## src/core/vtpg_pkg.sv

```systemverilog
/*
 * vtpg_pkg: register map, indirect field layout, pattern codes, timing
 * constants and the pixel carrier type of the video test pattern generator.
 * Assumes a single 250 MHz core clock and 8-bit register accesses.
 */
`default_nettype none
package vtpg_pkg;
   localparam logic [7:0] REG_IND_ADDR = 8'h66;
   localparam logic [7:0] REG_IND_DATA = 8'h67;
   localparam int IND_RW_DEPTH = 24;
   localparam logic [4:0] IX_CTL = 5'h00;
   localparam logic [4:0] IX_CFG = 5'h01;
   localparam logic [4:0] IX_RED = 5'h02;
   localparam logic [4:0] IX_GRN = 5'h03;
   localparam logic [4:0] IX_BLU = 5'h04;
   localparam logic [4:0] IX_SCR_FRAMES = 5'h05;
   localparam logic [4:0] IX_SCR_COUNT = 5'h06;
   localparam logic [4:0] IX_ORDER = 5'h08;
   localparam logic [4:0] IX_HACT = 5'h10;
   localparam logic [4:0] IX_HTOT = 5'h12;
   localparam logic [4:0] IX_VACT = 5'h14;
   localparam logic [4:0] IX_VTOT = 5'h16;
   localparam logic [4:0] IX_ST_WL = 5'h18;
   localparam logic [4:0] IX_ST_WH = 5'h19;
   localparam logic [4:0] IX_ST_HL = 5'h1A;
   localparam logic [4:0] IX_ST_HH = 5'h1B;
   localparam logic [4:0] IX_ST_SLOT = 5'h1C;
   localparam int CTL_INV = 5;
   localparam int CTL_CHK = 6;
   localparam int CTL_VREV = 7;
   localparam int CFG_EN = 0;
   localparam int CFG_B18 = 1;
   localparam int CFG_GINV = 2;
   localparam int CFG_INT = 3;
   localparam int CFG_OSC = 4;
   localparam int CFG_SCROLL = 5;
   localparam logic [4:0] P_WHITE = 5'h01;
   localparam logic [4:0] P_BLACK = 5'h02;
   localparam logic [4:0] P_RED = 5'h03;
   localparam logic [4:0] P_GREEN = 5'h04;
   localparam logic [4:0] P_BLUE = 5'h05;
   localparam logic [4:0] P_HR_W = 5'h06;
   localparam logic [4:0] P_HR_R = 5'h07;
   localparam logic [4:0] P_HR_G = 5'h08;
   localparam logic [4:0] P_HR_B = 5'h09;
   localparam logic [4:0] P_VR_W = 5'h0A;
   localparam logic [4:0] P_VR_R = 5'h0B;
   localparam logic [4:0] P_VR_G = 5'h0C;
   localparam logic [4:0] P_VR_B = 5'h0D;
   localparam logic [4:0] P_CUSTOM = 5'h0E;
   localparam logic [4:0] P_CHECK = 5'h0F;
   localparam logic [4:0] P_VCOM = 5'h10;
   localparam logic [4:0] P_BARS = 5'h11;
   localparam logic [7:0] RST_CTL = 8'h01;
   localparam logic [7:0] RST_SCR_FRAMES = 8'h3C;
   localparam logic [7:0] RST_SCR_COUNT = 8'h0F;
   localparam logic [11:0] RST_HACT = 12'h280;
   localparam logic [11:0] RST_HTOT = 12'h320;
   localparam logic [11:0] RST_VACT = 12'h1E0;
   localparam logic [11:0] RST_VTOT = 12'h20D;
   localparam logic [11:0] SYNC_H_LEN = 12'h008;
   localparam logic [11:0] SYNC_V_LEN = 12'h002;
   localparam int CHECK_BIT = 5;
   localparam logic [12:0] RAMP_STEP = 13'h00FF;
   localparam logic [23:0] MASK_18 = 24'hFCFCFC;
   localparam logic [23:0] ALL_ON = 24'hFFFFFF;
   localparam int CLK_PERIOD_NS = 4;
   localparam int OSC_PERIOD_NS = 20;
   localparam int OSC_DIV_DEF = OSC_PERIOD_NS / CLK_PERIOD_NS;

   typedef struct packed {
      logic de;
      logic hs;
      logic vs;
      logic [7:0] r;
      logic [7:0] g;
      logic [7:0] b;
   } vtpg_pixel_type;

   function automatic logic [7:0] ind_reset(input logic [4:0] i);
      logic [2:0] k;
      k = i[2:0];
      case (i)
         IX_CTL: return RST_CTL;
         IX_SCR_FRAMES: return RST_SCR_FRAMES;
         IX_SCR_COUNT: return RST_SCR_COUNT;
         IX_HACT: return RST_HACT[7:0];
         IX_HACT + 5'h01: return {4'h0, RST_HACT[11:8]};
         IX_HTOT: return RST_HTOT[7:0];
         IX_HTOT + 5'h01: return {4'h0, RST_HTOT[11:8]};
         IX_VACT: return RST_VACT[7:0];
         IX_VACT + 5'h01: return {4'h0, RST_VACT[11:8]};
         IX_VTOT: return RST_VTOT[7:0];
         IX_VTOT + 5'h01: return {4'h0, RST_VTOT[11:8]};
         default: begin
            // identity scroll order: slot n shows pattern n+1
            if (i[4:3] == IX_ORDER[4:3]) return {k, 1'b1, k, 1'b0};
            return 8'h00;
         end
      endcase
   endfunction
endpackage
`default_nettype wire

```

## src/core/vtpg_sync.sv

```systemverilog
/*
 * vtpg_sync: two-flop synchroniser for a bundle of pin inputs.
 * Assumes each bit is sampled independently; buses are qualified later.
 */
`default_nettype none
module vtpg_sync #(
   parameter int WIDTH = 1
) (
   input wire logic core_clk,
   input wire logic sys_rst,
   input wire logic [WIDTH-1:0] d,
   output logic [WIDTH-1:0] q
);
   logic [WIDTH-1:0] meta;
   always_ff @(posedge core_clk) begin
      if (sys_rst) begin
         meta <= '0;
         q <= '0;
      end else begin
         meta <= d;
         q <= meta;
      end
   end
endmodule
`default_nettype wire

```

## src/core/vtpg_fifo.sv

```systemverilog
/*
 * vtpg_fifo: synchronous valid/ready FIFO, width and depth as parameters.
 * Assumes DEPTH is a power of two; one push and one pop per cycle at most.
 */
`default_nettype none
module vtpg_fifo #(
   parameter int WIDTH = 27,
   parameter int DEPTH = 32
) (
   input wire logic core_clk,
   input wire logic sys_rst,
   input wire logic in_valid,
   output logic in_ready,
   input wire logic [WIDTH-1:0] in_data,
   output logic out_valid,
   input wire logic out_ready,
   output logic [WIDTH-1:0] out_data
);
   localparam int AW = $clog2(DEPTH);
   logic [WIDTH-1:0] mem [DEPTH];
   logic [AW-1:0] wr_ptr;
   logic [AW-1:0] rd_ptr;
   logic [AW:0] count;
   logic push;
   logic pop;

   assign in_ready = (count != (AW+1)'(DEPTH));
   assign out_valid = (count != '0);
   assign push = in_valid & in_ready;
   assign pop = out_valid & out_ready;
   assign out_data = mem[rd_ptr];

   always_ff @(posedge core_clk) begin
      if (push) begin
         mem[wr_ptr] <= in_data;
      end
   end

   always_ff @(posedge core_clk) begin
      if (sys_rst) begin
         wr_ptr <= '0;
         rd_ptr <= '0;
         count <= '0;
      end else begin
         if (push) begin
            wr_ptr <= wr_ptr + 1'b1;
         end
         if (pop) begin
            rd_ptr <= rd_ptr + 1'b1;
         end
         if (push && !pop) begin
            count <= count + 1'b1;
         end else if (pop && !push) begin
            count <= count - 1'b1;
         end
      end
   end
endmodule
`default_nettype wire

```

## src/core/vtpg_top.sv

```systemverilog
/*
 * vtpg_top: video test pattern generator with external or internal frame
 * timing, auto-scroll, colour modes, indirect register window and an output
 * FIFO toward the serial link payload.
 * Assumes video pins are asynchronous to core_clk and the pixel clock pin
 * runs well below half of core_clk; register port is synchronous.
 */
`default_nettype none
// Function
// - pattern shown whenever enabled and powered; without video only in internal oscillator timing
// - oscillator tick can replace missing pixel clock
// - seventeen pattern types available
// - per-pattern inversion control bit
// - pattern 14: custom red/green/blue fill
// - pattern 15: checkerboard, optional custom colour
// - pattern 16: VCOM stripes, colour order reversible
// - pattern 17: eight bars, never auto-scrolled
// - scroll off: static select field chooses
// - scroll on: up to sixteen programmed entries
// - 18-bit mode zeroes two low bits
// - external timing after reset, internal optional
// - long blank beyond twice line means vblank
// - external syncs forwarded, two pixel delay
// - measure frame size, scale ramps
// - internal timing from programmed totals
// - global invert flips every generated colour bit, before the 18-bit mask
// - indirect address 0x66, data 0x67
module vtpg_top
   import vtpg_pkg::*;
#(
   parameter int OSC_DIV = vtpg_pkg::OSC_DIV_DEF,
   parameter int FIFO_DEPTH = 32
) (
   input wire logic core_clk,
   input wire logic sys_rst,
   input wire logic power_down,
   input wire logic pix_clk_in,
   input wire logic active_video_flag_in,
   input wire logic horizontal_sync_in,
   input wire logic vertical_sync_in,
   input wire logic [23:0] rgb_in,
   input wire logic [7:0] reg_addr,
   input wire logic [7:0] reg_wdata,
   input wire logic reg_wr,
   input wire logic reg_rd,
   output logic [7:0] reg_rdata,
   output vtpg_pkg::vtpg_pixel_type link_data,
   output logic link_valid,
   input wire logic link_ready,
   output logic gen_active,
   output logic [11:0] meas_width,
   output logic [11:0] meas_height
);
   import vtpg_pkg::*;

   logic [7:0] ind [IND_RW_DEPTH];
   logic [7:0] ind_addr;
   logic [7:0] ind_rd;
   logic [27:0] sync_q;
   logic s_pclk, pclk_d, ext_edge;
   logic [15:0] osc_cnt;
   logic osc_tick, tick, fifo_in_ready;
   logic [7:0] ctl, cfg;
   logic int_tim, osc_sel, active, scroll;
   vtpg_pixel_type st1, out_pix;
   logic out_valid;
   logic cur_de, cur_hs, cur_vs, prev_de, prev_vs;
   logic de_fall, frame_start, vblank_long;
   logic [11:0] x, y, hcnt, vcnt;
   logic [11:0] hact, htot, vact, vtot, width, height;
   logic int_de, int_hs, int_vs;
   logic [12:0] blank_run, hacc, vacc, hstep, vstep;
   logic [7:0] hlev, vlev, slot_byte, fcnt;
   logic [3:0] slot, nib;
   logic [4:0] sel;
   logic [23:0] base, pix_rgb, cust;

   function automatic logic [11:0] tim12(input logic [4:0] ix);
      return {ind[ix + 5'h01][3:0], ind[ix]};
   endfunction

   assign ctl = ind[IX_CTL];
   assign cfg = ind[IX_CFG];
   assign int_tim = cfg[CFG_INT];
   assign osc_sel = cfg[CFG_OSC];
   assign scroll = cfg[CFG_SCROLL];
   assign active = cfg[CFG_EN] & ~power_down;
   assign gen_active = active;
   assign cust = {ind[IX_RED], ind[IX_GRN], ind[IX_BLU]};
   assign hact = tim12(IX_HACT);
   assign htot = tim12(IX_HTOT);
   assign vact = tim12(IX_VACT);
   assign vtot = tim12(IX_VTOT);

   // register window: only two direct addresses, all settings behind them
   always_ff @(posedge core_clk) begin
      if (sys_rst) begin
         ind_addr <= 8'h00;
      end else if (reg_wr && reg_addr == REG_IND_ADDR) begin
         ind_addr <= reg_wdata;
      end
   end

   always_ff @(posedge core_clk) begin
      if (sys_rst) begin
         for (int i = 0; i < IND_RW_DEPTH; i++) begin
            ind[i] <= ind_reset(5'(i));
         end
      end else if (reg_wr && reg_addr == REG_IND_DATA && ind_addr < 8'(IND_RW_DEPTH)) begin
         ind[ind_addr[4:0]] <= reg_wdata;
      end
   end

   always_comb begin
      ind_rd = 8'h00;
      if (ind_addr < 8'(IND_RW_DEPTH)) begin
         ind_rd = ind[ind_addr[4:0]];
      end else if (ind_addr[7:5] == 3'h0) begin
         case (ind_addr[4:0])
            IX_ST_WL: ind_rd = meas_width[7:0];
            IX_ST_WH: ind_rd = {4'h0, meas_width[11:8]};
            IX_ST_HL: ind_rd = meas_height[7:0];
            IX_ST_HH: ind_rd = {4'h0, meas_height[11:8]};
            IX_ST_SLOT: ind_rd = {3'h0, sel};
            default: ind_rd = 8'h00;
         endcase
      end
   end

   always_ff @(posedge core_clk) begin
      if (sys_rst) begin
         reg_rdata <= 8'h00;
      end else if (reg_rd) begin
         case (reg_addr)
            REG_IND_ADDR: reg_rdata <= ind_addr;
            REG_IND_DATA: reg_rdata <= ind_rd;
            default: reg_rdata <= 8'h00;
         endcase
      end
   end

   vtpg_sync #(.WIDTH(28)) u_sync (
      .core_clk(core_clk),
      .sys_rst(sys_rst),
      .d({pix_clk_in, active_video_flag_in, horizontal_sync_in, vertical_sync_in, rgb_in}),
      .q(sync_q)
   );
   assign s_pclk = sync_q[27];

   // pixel rate as an enable: pin clock edge or divided oscillator
   always_ff @(posedge core_clk) begin
      if (sys_rst) begin
         pclk_d <= 1'b0;
      end else begin
         pclk_d <= s_pclk;
      end
   end
   assign ext_edge = s_pclk & ~pclk_d;

   always_ff @(posedge core_clk) begin
      if (sys_rst) begin
         osc_cnt <= 16'h0000;
         osc_tick <= 1'b0;
      end else begin
         osc_tick <= (osc_cnt == 16'(OSC_DIV - 1));
         osc_cnt <= (osc_cnt == 16'(OSC_DIV - 1)) ? 16'h0000 : osc_cnt + 16'h0001;
      end
   end
   // a full fifo stalls the pixel rate; in external timing that drops input
   assign tick = (int_tim && osc_sel ? osc_tick : ext_edge) & fifo_in_ready;

   // first pixel stage of the incoming video
   always_ff @(posedge core_clk) begin
      if (sys_rst) begin
         st1 <= '0;
      end else if (tick) begin
         st1 <= sync_q[26:0];
      end
   end

   // internal frame timing
   always_ff @(posedge core_clk) begin
      if (sys_rst) begin
         hcnt <= 12'h000;
         vcnt <= 12'h000;
      end else if (tick) begin
         if (hcnt + 12'h001 >= htot) begin
            hcnt <= 12'h000;
            vcnt <= (vcnt + 12'h001 >= vtot) ? 12'h000 : vcnt + 12'h001;
         end else begin
            hcnt <= hcnt + 12'h001;
         end
      end
   end
   assign int_de = (hcnt < hact) && (vcnt < vact);
   assign int_hs = (hcnt >= hact) && (hcnt < hact + SYNC_H_LEN);
   assign int_vs = (vcnt >= vact) && (vcnt < vact + SYNC_V_LEN);

   assign cur_de = int_tim ? int_de : st1.de;
   assign cur_hs = int_tim ? int_hs : st1.hs;
   assign cur_vs = int_tim ? int_vs : st1.vs;
   assign de_fall = prev_de & ~cur_de;
   assign vblank_long = ~cur_de && (blank_run == 13'({meas_width, 1'b0}) + 13'h0001) &&
                        (meas_width != 12'h000);
   assign frame_start = int_tim ? (hcnt == 12'h000 && vcnt == 12'h000)
                                : ((cur_vs & ~prev_vs) | vblank_long);

   // position, line length and frame height measurement
   always_ff @(posedge core_clk) begin
      if (sys_rst) begin
         prev_de <= 1'b0;
         prev_vs <= 1'b0;
         x <= 12'h000;
         y <= 12'h000;
         blank_run <= 13'h0000;
         meas_width <= 12'h000;
         meas_height <= 12'h000;
      end else if (tick) begin
         prev_de <= cur_de;
         prev_vs <= cur_vs;
         x <= cur_de ? x + 12'h001 : 12'h000;
         if (cur_de) begin
            blank_run <= 13'h0000;
         end else if (blank_run != 13'h1FFF) begin
            blank_run <= blank_run + 13'h0001;
         end
         if (de_fall) begin
            meas_width <= x;
         end
         if (frame_start) begin
            y <= 12'h000;
            if (y != 12'h000) begin
               meas_height <= y;
            end
         end else if (de_fall) begin
            y <= y + 12'h001;
         end
      end
   end

   // horizontal ramp steps 255/width per pixel, vertical 255/height per line; widths below 255 rise one level per pixel and end short of 255
   assign width = int_tim ? hact : meas_width;
   assign height = int_tim ? vact : meas_height;
   assign hstep = hacc + RAMP_STEP;
   assign vstep = vacc + RAMP_STEP;

   always_ff @(posedge core_clk) begin
      if (sys_rst) begin
         hacc <= 13'h0000;
         hlev <= 8'h00;
      end else if (tick) begin
         if (!cur_de) begin
            hacc <= 13'h0000;
            hlev <= 8'h00;
         end else if (hstep >= {1'b0, width}) begin
            hacc <= hstep - {1'b0, width};
            hlev <= hlev + 8'h01;
         end else begin
            hacc <= hstep;
         end
      end
   end

   always_ff @(posedge core_clk) begin
      if (sys_rst) begin
         vacc <= 13'h0000;
         vlev <= 8'h00;
      end else if (tick) begin
         if (frame_start) begin
            vacc <= 13'h0000;
            vlev <= 8'h00;
         end else if (de_fall) begin
            if (vstep >= {1'b0, height}) begin
               vacc <= vstep - {1'b0, height};
               vlev <= vlev + 8'h01;
            end else begin
               vacc <= vstep;
            end
         end
      end
   end

   // auto-scroll: slot nibbles hold pattern-1, so bars can never appear
   always_ff @(posedge core_clk) begin
      if (sys_rst) begin
         slot <= 4'h0;
         fcnt <= 8'h00;
      end else if (!scroll) begin
         slot <= 4'h0;
         fcnt <= 8'h00;
      end else if (tick && frame_start) begin
         if (fcnt >= ind[IX_SCR_FRAMES]) begin
            fcnt <= 8'h00;
            slot <= (slot >= ind[IX_SCR_COUNT][3:0]) ? 4'h0 : slot + 4'h1;
         end else begin
            fcnt <= fcnt + 8'h01;
         end
      end
   end
   assign slot_byte = ind[IX_ORDER + 5'(slot[3:1])];
   assign nib = slot[0] ? slot_byte[7:4] : slot_byte[3:0];
   assign sel = scroll ? 5'(nib) + 5'h01 : ctl[4:0];

   always_comb begin
      base = 24'h000000;
      case (sel)
         P_WHITE: base = ALL_ON;
         P_BLACK: base = 24'h000000;
         P_RED: base = 24'hFF0000;
         P_GREEN: base = 24'h00FF00;
         P_BLUE: base = 24'h0000FF;
         P_HR_W: base = {hlev, hlev, hlev};
         P_HR_R: base = {hlev, 16'h0000};
         P_HR_G: base = {8'h00, hlev, 8'h00};
         P_HR_B: base = {16'h0000, hlev};
         P_VR_W: base = {vlev, vlev, vlev};
         P_VR_R: base = {vlev, 16'h0000};
         P_VR_G: base = {8'h00, vlev, 8'h00};
         P_VR_B: base = {16'h0000, vlev};
         P_CUSTOM: base = cust;
         P_CHECK: begin
            if (x[CHECK_BIT] ^ y[CHECK_BIT]) begin
               base = ctl[CTL_CHK] ? cust : ALL_ON;
            end
         end
         P_VCOM: begin
            case (x[1:0] ^ {2{ctl[CTL_VREV]}})
               2'h0: base = 24'hFFFF00;
               2'h1: base = 24'h00FFFF;
               2'h2: base = 24'h0000FF;
               default: base = 24'hFF0000;
            endcase
         end
         P_BARS: begin
            case (hlev[7:5])
               3'h0: base = ALL_ON;
               3'h1: base = 24'hFFFF00;
               3'h2: base = 24'h00FFFF;
               3'h3: base = 24'h00FF00;
               3'h4: base = 24'hFF00FF;
               3'h5: base = 24'hFF0000;
               3'h6: base = 24'h0000FF;
               default: base = 24'h000000;
            endcase
         end
         default: base = 24'h000000;
      endcase
      pix_rgb = base ^ {24{ctl[CTL_INV] ^ cfg[CFG_GINV]}};
      pix_rgb = pix_rgb & (cfg[CFG_B18] ? MASK_18 : ALL_ON);
   end

   // second pixel stage: generated frame or the delayed input
   always_ff @(posedge core_clk) begin
      if (sys_rst) begin
         out_pix <= '0;
         out_valid <= 1'b0;
      end else begin
         out_valid <= tick;
         if (tick) begin
            if (active) begin
               out_pix <= {cur_de, cur_hs, cur_vs, cur_de ? pix_rgb : 24'h000000};
            end else begin
               out_pix <= st1;
            end
         end
      end
   end

   vtpg_fifo #(.WIDTH($bits(vtpg_pixel_type)), .DEPTH(FIFO_DEPTH)) u_fifo (
      .core_clk(core_clk),
      .sys_rst(sys_rst),
      .in_valid(out_valid),
      .in_ready(fifo_in_ready),
      .in_data(out_pix),
      .out_valid(link_valid),
      .out_ready(link_ready),
      .out_data(link_data)
   );
endmodule
`default_nettype wire

```

## config.mk

```make
export PLATFORM = sky130hd
export DESIGN_NAME = vtpg_top
export DESIGN_NICKNAME = d
export VERILOG_FILES = /design/src/core/vtpg_pkg.sv /design/src/core/vtpg_sync.sv /design/src/core/vtpg_fifo.sv /design/src/core/vtpg_top.sv
export SDC_FILE = /design/constraint.sdc
export NUM_CORES = 2
export LEC_CHECK = 0
export BUFFER_PORTS_ARGS = -buffer_cell sky130_fd_sc_hd__buf_2
export CAP_MARGIN = 0
export CORE_MARGIN = 2
export CORE_UTILIZATION = 50
export CTS_BUF_LIST = sky130_fd_sc_hd__clkbuf_8
export CTS_CLUSTER_DIAMETER = 50
export DETAILED_ROUTE_END_ITERATION = 10
export GPL_ROUTABILITY_DRIVEN = 1
export PLACE_DENSITY = 0.77
export SYNTH_ARGS = -nofsm -noshare
export SYNTH_HDL_FRONTEND = slang
export SYNTH_SLANG_ARGS = --single-unit
export TNS_END_PERCENT = 100
```

## constraint.sdc

```tcl
create_clock -name core_clk -period 11.3 [get_ports core_clk]
set_input_delay 0.565 -clock core_clk [delete_from_list [all_inputs] [get_ports core_clk]]
set_output_delay 0.565 -clock core_clk [all_outputs]
set_load 0.005 [all_outputs]
```

======== After elaboration in Yosys (flattened, before gate mapping) ========
Memories as Yosys holds them, arrays and structs flattened. A register that Yosys moved wholly into a read port is not among the register bits.
Index checks and enable logic that the tools add are counted.
word-level totals
  register bits after elaboration ......... 302
  memory bits (writable) .................. 1056
  memories ................................ 2
  logic and storage cells ................. 251
memory list
  memory      depth  width  rd ports  clocked after memory_dff  write ports  RTL line         RTL
  u_fifo.mem  32     27     1         1                         1            vtpg_fifo.sv:20  logic [WIDTH-1:0] mem [DEPTH];
  ind         24     8      17        1                         24           vtpg_top.sv:56   logic [7:0] ind [IND_RW_DEPTH];
operators by class
  bitwise logic cells ..................... 18
  add/sub/neg operators ................... 23
  muxes and demuxes ....................... 83
  magnitude comparators ................... 13
  reductions and logical operators ........ 38
  equality and inequality tests ........... 36
operators with widths
  kind                     number
  $pmux W24 S16            1
  $mux W8                  31
  $pmux W24 S7             1
  $mux W13                 7
  $mux W12                 7
  $mux W24                 3
  $pmux W24 S3             1
  $add A12 B1 Y12 const B  4
  $ge A12 B12 Y1           4
  $lt A12 B12 Y1           4
  $eq A5 B4 Y1 const B     8
  $pmux W8 S5              1
  $eq A5 B5 Y1 const B     7
  $mux W5                  7
  $mux W27                 1
  $add A13 B1 Y13 const B  2
  $add A13 B8 Y13 const B  2
  $ge A13 B12 Y1           2
  $sub A13 B12 Y13         2
  $add A8 B1 Y8 const B    3
  $and A24 B24 Y24         1
  $logic_not A12 Y1        2
  $reduce_bool A12 Y1      2
  $xor A24 B24 Y24         1
  other kinds (47)         107

======== Logic depth before layout (Yosys ltp) ========
An unclocked memory read counts as a cell.
  word-level depth ........................ 11
  gate-level depth with buffers ........... 18
  gate-level depth less buffers ........... 16

======== Modules after synthesis ========
From an unflattened synthesis, not the netlist that was laid out.
second synthesis, totals
  cell total of the unflattened synthesis .. 4556
  area total of the unflattened synthesis .. 63414.6 um^2
modules (own cells, without submodules)
  module     sequential area each (um^2)  cells each  area an instance (um^2)  instances
  vtpg_fifo  26365.3                      1696        33966.3                  1
  vtpg_top   12391.9                      2742        27837.9                  1
  vtpg_sync  1121.1                       118         1610.3                   1

======== Least setup slack after synthesis ========
No wires, ideal clock.
  path kind ............................... register to register
  from .................................... register slot[1]
  to ...................................... register out_pix[0] in the netlist's numbering
  arrival time ............................ 3621 ps
  stages on the path, launching flop included .. 16
  clock period less this slack ............ 3712 ps
  buffers on the path ..................... 4
  required time ........................... 11209 ps
  library setup time ...................... 91 ps
  path slack .............................. 7588 ps
  cell sequence ........................... dfxtp_1 > buf_2 > mux4_2 > mux4_2 > ha_1 > xor2_1 > mux2_4 > and3_1 > buf_6 > and3_1 > buf_6 > nand2b_1 > buf_6 > a211oi_2 > xnor2_1 > a311oi_1
on the way
  cells in the longest elaborated chain, start to end .. 11
  elaborated cells on any way between the ends .. 26
  classes of those cells .................. 2 x add/sub; 16 x eq/ne; 5 x mux; 2 x bitwise; 1 x memory
ends and longest elaborated chain
  element                               RTL line         RTL
  start, declared                       vtpg_top.sv:74   logic [3:0] slot, nib;
  start signal, assigned                vtpg_top.sv:294  slot <= (slot >= ind[IX_SCR_COUNT][3:0]) ? 4'h0 : slot + 4'h1;
  $add A4 B3 Y5 *                       vtpg_top.sv:300  assign slot_byte = ind[IX_ORDER + 5'(slot[3:1])];
  $mem_v2 Z24 W8 *                      n/a
  $mux W4 *                             vtpg_top.sv:301  assign nib = slot[0] ? slot_byte[7:4] : slot_byte[3:0];
  $add A4 B1 Y5 *                       vtpg_top.sv:302  assign sel = scroll ? 5'(nib) + 5'h01 : ctl[4:0];
  $mux W5 *                             vtpg_top.sv:302
  $eq A5 B5 Y1 (tied with other cells)  vtpg_top.sv:306  case (sel)
  $pmux W24 S16 *                       vtpg_top.sv:306
  $xor A24 B24 Y24 *                    vtpg_top.sv:348  pix_rgb = base ^ {24{ctl[CTL_INV] ^ cfg[CFG_GINV]}};
  $and A24 B24 Y24 *                    vtpg_top.sv:349  pix_rgb = pix_rgb & (cfg[CFG_B18] ? MASK_18 : ALL_ON);
  $mux W24 *                            vtpg_top.sv:361  out_pix <= {cur_de, cur_hs, cur_vs, cur_de ? pix_rgb : 24'h000000};
  $mux W27 *                            vtpg_top.sv:360  if (active) begin
  end signal, assigned                  vtpg_top.sv:361
  end signal, assigned                  vtpg_top.sv:363  out_pix <= st1;
  end, declared                         vtpg_top.sv:65   vtpg_pixel_type st1, out_pix;
Every way passes the cells marked *; elsewhere a longest branch is shown, timed or not.
A chain may end at the register's enable or synchronous reset.

==> impl_metrics.json <==
{
  "remaining_drc_errors": 0,
  "synthDistinctLibCells": 77,
  "post-route-period-util_pct": 48.5,
  "cts_tree": "done",
  "drt-total-wl_um": 160000,
  "synth-edff-count": 1120,
  "cp-end-kind": "output pin",
  "crit_buf_inv": 3,
  "pin_count_of_the_biggest_net_entering_global_routing": 117,
  "tns_ns": 0,
  "cts.repair_timing.setup_buffer_count": 0,
  "cts.clk_slew.worst_paths_ns": 0.06,
  "setup_violations": 0,
  "place.detailed.instances": 5813,
  "timing.critical_path.arrival_ns": 4.91,
  "cts_made_buffers": 215,
  "final_antenna_net_count": 0,
  "power_density_nw_per_um2": 163,
  "rsz0062_at_grt": "false",
  "yosysWarnings": 0,
  "worst_hold_path_type": "input port to register",
  "final_period_minus_worst_setup_slack_ns": 5.48,
  "fraction_of_final_layout_cells_with_drive_strength_greater_than_1_pct": 20.7,
  "vias_per_cell": 6.01,
  "critical_path_peak_fanout": 116,
  "cts_root_buf": "sky130_fd_sc_hd__clkbuf_8",
  "area.growth.synth_to_final_pct": 12.0,
  "critical_path_required_ns": 10.74,
  "first_iter_violations": 4302,
  "die_area_um2": 128000,
  "critical_path.most_common_cell": "sky130_fd_sc_hd__mux4_2",
  "final-hold-violation-count": 0,
  "crit_path_start_kind": "register",
  "wire_per_inst_um": 25.6,
  "run_status": "finished clean",
  "fin_hold_ws_ns": 0.0766,
  "place_congestion": 0.913,
  "fp.coreArea_um2": 124000,
  "dieWidth_um": 358,
  "num_vias": 37600,
  "grt_first_pass_wirelength_um": 237000,
  "crit_family": "buffers and inverters",
  "floorplan.initialDensity_pct": 50.5,
  "final_core_util_pct": 56.5,
  "antenna_found_initial": 4,
  "fmax_mhz": 182,
  "clock_sink_count": 1432,
  "cts-htree-levels": 4,
  "dr.pass1.iters": 6,
  "chip_height_um": 358,
  "gr-total-overflow": 0,
  "clock_path_buffers": 3,
  "first_global_vias": 37300,
  "yosys_most_used_dff": "sky130_fd_sc_hd__edfxtp_1",
  "max_cap_violations": 0,
  "slew_viol_final": 0,
  "cp_cell_sequence": "buf_12, buf_4, mux4_2, mux4_2, mux2_2, buf_2",
  "dp_slack_ns": 6.41,
  "grt_usage_pct": 25.1,
  "ioPinCount": 111,
  "synthesis_stage_register_bit_count": 1432,
  "syn_avg_cell_area_um2": 15.0,
  "worst_path_max_delay_cell": "sky130_fd_sc_hd__buf_4",
  "max_slew.worst_pin.slew_ns": 1.31,
  "filler_cell_count": 9372,
  "port_buffers": 110,
  "hpwl_um": 99400,
  "critPathMaxStageDelay_ns": 0.81,
  "syn_area_um2": 62600,
  "final_cell_count_no_fill": 6257,
  "post-route-worst-setup-slack_ns": 5.82,
  "layout.nets": 4609,
  "fin_worst_skew_ns": 0.0593,
  "cts_hold_repair.buffers": 30,
  "power.ir.vdd_worst_mv": 0.138,
  "synth-seq-area-share_pct": 63.7,
  "worst-setup-path-type": "register to output pin",
  "std_cell_rows": 129,
  "cts_resized": 0,
  "slew_headroom_pct": 12.5,
  "ys_async_sr_fraction_pct": 0,
  "insertion_delay_ns": 0.98,
  "p_leak_nw": 23.9,
  "syn-instance-count": 4158
}
==> layout by cell type, fill, tap and decap left out, drive strengths merged, types with 94 or more instances in the layout <==
| master | n |
|---|---|
| edfxtp | 1120 |
| mux4 | 372 |
| dfxtp | 312 |
| nor2 | 286 |
| clkbuf | 244 |
| nand2 | 234 |
| inv | 202 |
| buf | 184 |
| a21oi | 174 |
| and2 | 137 |
| ha | 133 |
| o21ai | 94 |
==> flip-flops by register name (all words and copies together) (netlist names), 16 cells and up, named ones only <==
name	count
u_sync.q	28
u_fifo.mem	864
st1	27
out_pix	27
osc_cnt	16
ind	256
u_sync.meta	28
==> path summary, 6_finish.rpt <==
| kind | start | to | depth (start not counted) | slack (ns) |
|---|---|---|---|---|
| worst max-delay path | register | link_data[21] | 6 | 5.82 |
| worst min register to register | u_sync.q[17]$_SDFF_PP0_ | st1[17]$_SDFFE_PP0P_ | 2 | 0.40 |
| worst min-delay path | reg_wdata[0] | ind[31][0]$_DFFE_PP_ | 1 | 0.08 |
| worst max register to register | slot[1]$_SDFFE_PP0P_ | out_pix[15]$_SDFFE_PP0P_ | 13 | 6.33 |
==> area by class of cell <==
type / instances / area (um2) / share of cell area (%)
repair buffers: 215 / 1440 / 2.05
clock buffers: 243 / 3340 / 4.77
clock inverters: 165 / 1040 / 1.48
well taps: 1637 / 2050 / 2.92
diodes: 6 / 15.0 / 0.0214
inverters: 117 / 439 / 0.627
multi-input cells: 2442 / 21800 / 31.2
flip-flops and latches: 1432 / 39900 / 56.9
==> per-stage QoR <==
step	cell area (um2)	total power, mW
finish	70100	11.4
global route	70100	11.8
CTS	70100	11.5
detailed placement	65400	7.26
global placement	65400	7.22
floorplan	62800	6.89
==> per-layer routing <==
layer	GRT usage, %	routed length [um]
met5	0.815	0
met2	41.6	78900
met1	31.8	60200
met3	5.83	14600
met4	10.7	6330
==> worst register-to-register path, stage by stage (launching register included) <==
cell	delay (ns)
sky130_fd_sc_hd__dfxtp_1	1.02
sky130_fd_sc_hd__mux4_2	0.61
sky130_fd_sc_hd__mux4_2	0.57
sky130_fd_sc_hd__ha_1	0.26
sky130_fd_sc_hd__and2_1	0.16
sky130_fd_sc_hd__a32oi_1	0.19
sky130_fd_sc_hd__buf_4	0.20
sky130_fd_sc_hd__and3_1	0.34
sky130_fd_sc_hd__and3_1	0.75
sky130_fd_sc_hd__a21oi_1	0.16
sky130_fd_sc_hd__o211ai_1	0.14
sky130_fd_sc_hd__xor2_1	0.17
sky130_fd_sc_hd__a2bb2oi_1	0.19
sky130_fd_sc_hd__a21oi_1	0.08
==> logic make-up (layout without fill, tap and decap cells) <==
| family | Yosys count | count (layout) | synth area share [%] |
|---|---|---|---|
| xor gates and xnor gates | 181 | 181 | 2.53 |
| DFF | 1432 | 1432 | 63.7 |
| muxes | 478 | 478 | 15.2 |
| buffers and inverters | 347 | 740 | 2.15 |
| AOI/OAI and AO/OA | 486 | 486 | 4.88 |
| adders and majority gates | 136 | 136 | 2.76 |
| and+or+nand+nor | 1097 | 1097 | 8.76 |
| other | 1 | 70 | 0.00599 |
==> cell usage after synthesis, types with 5 or more instances <==
library cell / instances / area, um2
sky130_fd_sc_hd__nor4_1: 15 / 93.8
sky130_fd_sc_hd__a311oi_1: 5 / 43.8
sky130_fd_sc_hd__o41ai_1: 5 / 43.8
sky130_fd_sc_hd__a31oi_1: 11 / 68.8
sky130_fd_sc_hd__buf_1: 33 / 124
sky130_fd_sc_hd__o22ai_1: 21 / 131
sky130_fd_sc_hd__or3_1: 64 / 400
sky130_fd_sc_hd__xnor2_1: 93 / 815
sky130_fd_sc_hd__a21o_1: 39 / 293
sky130_fd_sc_hd__mux2i_1: 70 / 701
sky130_fd_sc_hd__o21ai_0: 90 / 450
sky130_fd_sc_hd__or2_2: 9 / 56.3
sky130_fd_sc_hd__buf_2: 7 / 35.0
sky130_fd_sc_hd__nand4_1: 39 / 244
sky130_fd_sc_hd__clkbuf_1: 183 / 687
sky130_fd_sc_hd__ha_1: 133 / 1660
sky130_fd_sc_hd__edfxtp_1: 1120 / 33600
sky130_fd_sc_hd__and2_1: 137 / 857
sky130_fd_sc_hd__o31a_1: 7 / 61.3
sky130_fd_sc_hd__nand2_1: 234 / 878
sky130_fd_sc_hd__mux2_2: 35 / 394
sky130_fd_sc_hd__and3_1: 52 / 325
sky130_fd_sc_hd__a21oi_1: 174 / 871
sky130_fd_sc_hd__dfxtp_1: 312 / 6250
sky130_fd_sc_hd__nor4b_1: 6 / 52.6
sky130_fd_sc_hd__a211oi_1: 23 / 173
sky130_fd_sc_hd__xor2_1: 88 / 771
sky130_fd_sc_hd__o21a_1: 18 / 135
sky130_fd_sc_hd__mux4_2: 372 / 8380
sky130_fd_sc_hd__a22oi_1: 16 / 120
sky130_fd_sc_hd__a21boi_0: 7 / 52.6
sky130_fd_sc_hd__nand3b_1: 10 / 75.1
sky130_fd_sc_hd__nor2_1: 286 / 1070
sky130_fd_sc_hd__nor3_1: 57 / 285
sky130_fd_sc_hd__nand4b_1: 5 / 43.8
sky130_fd_sc_hd__nor2b_1: 77 / 482
sky130_fd_sc_hd__inv_1: 117 / 439
sky130_fd_sc_hd__o211ai_1: 9 / 67.6
sky130_fd_sc_hd__nand3_1: 73 / 365
sky130_fd_sc_hd__a22o_1: 17 / 149
sky130_fd_sc_hd__nand2b_1: 15 / 93.8
==> power breakdown <==
| group | switching (mW) | internal, mW | leakage [nW] |
|---|---|---|---|
| sequential | 0.109 | 5.71 | 12.7 |
| clock | 2.07 | 2.18 | 2.52 |
| combinational | 0.672 | 0.668 | 8.73 |
| total | 2.85 | 8.56 | 23.9 |
Power figures use the tool's default switching activity.
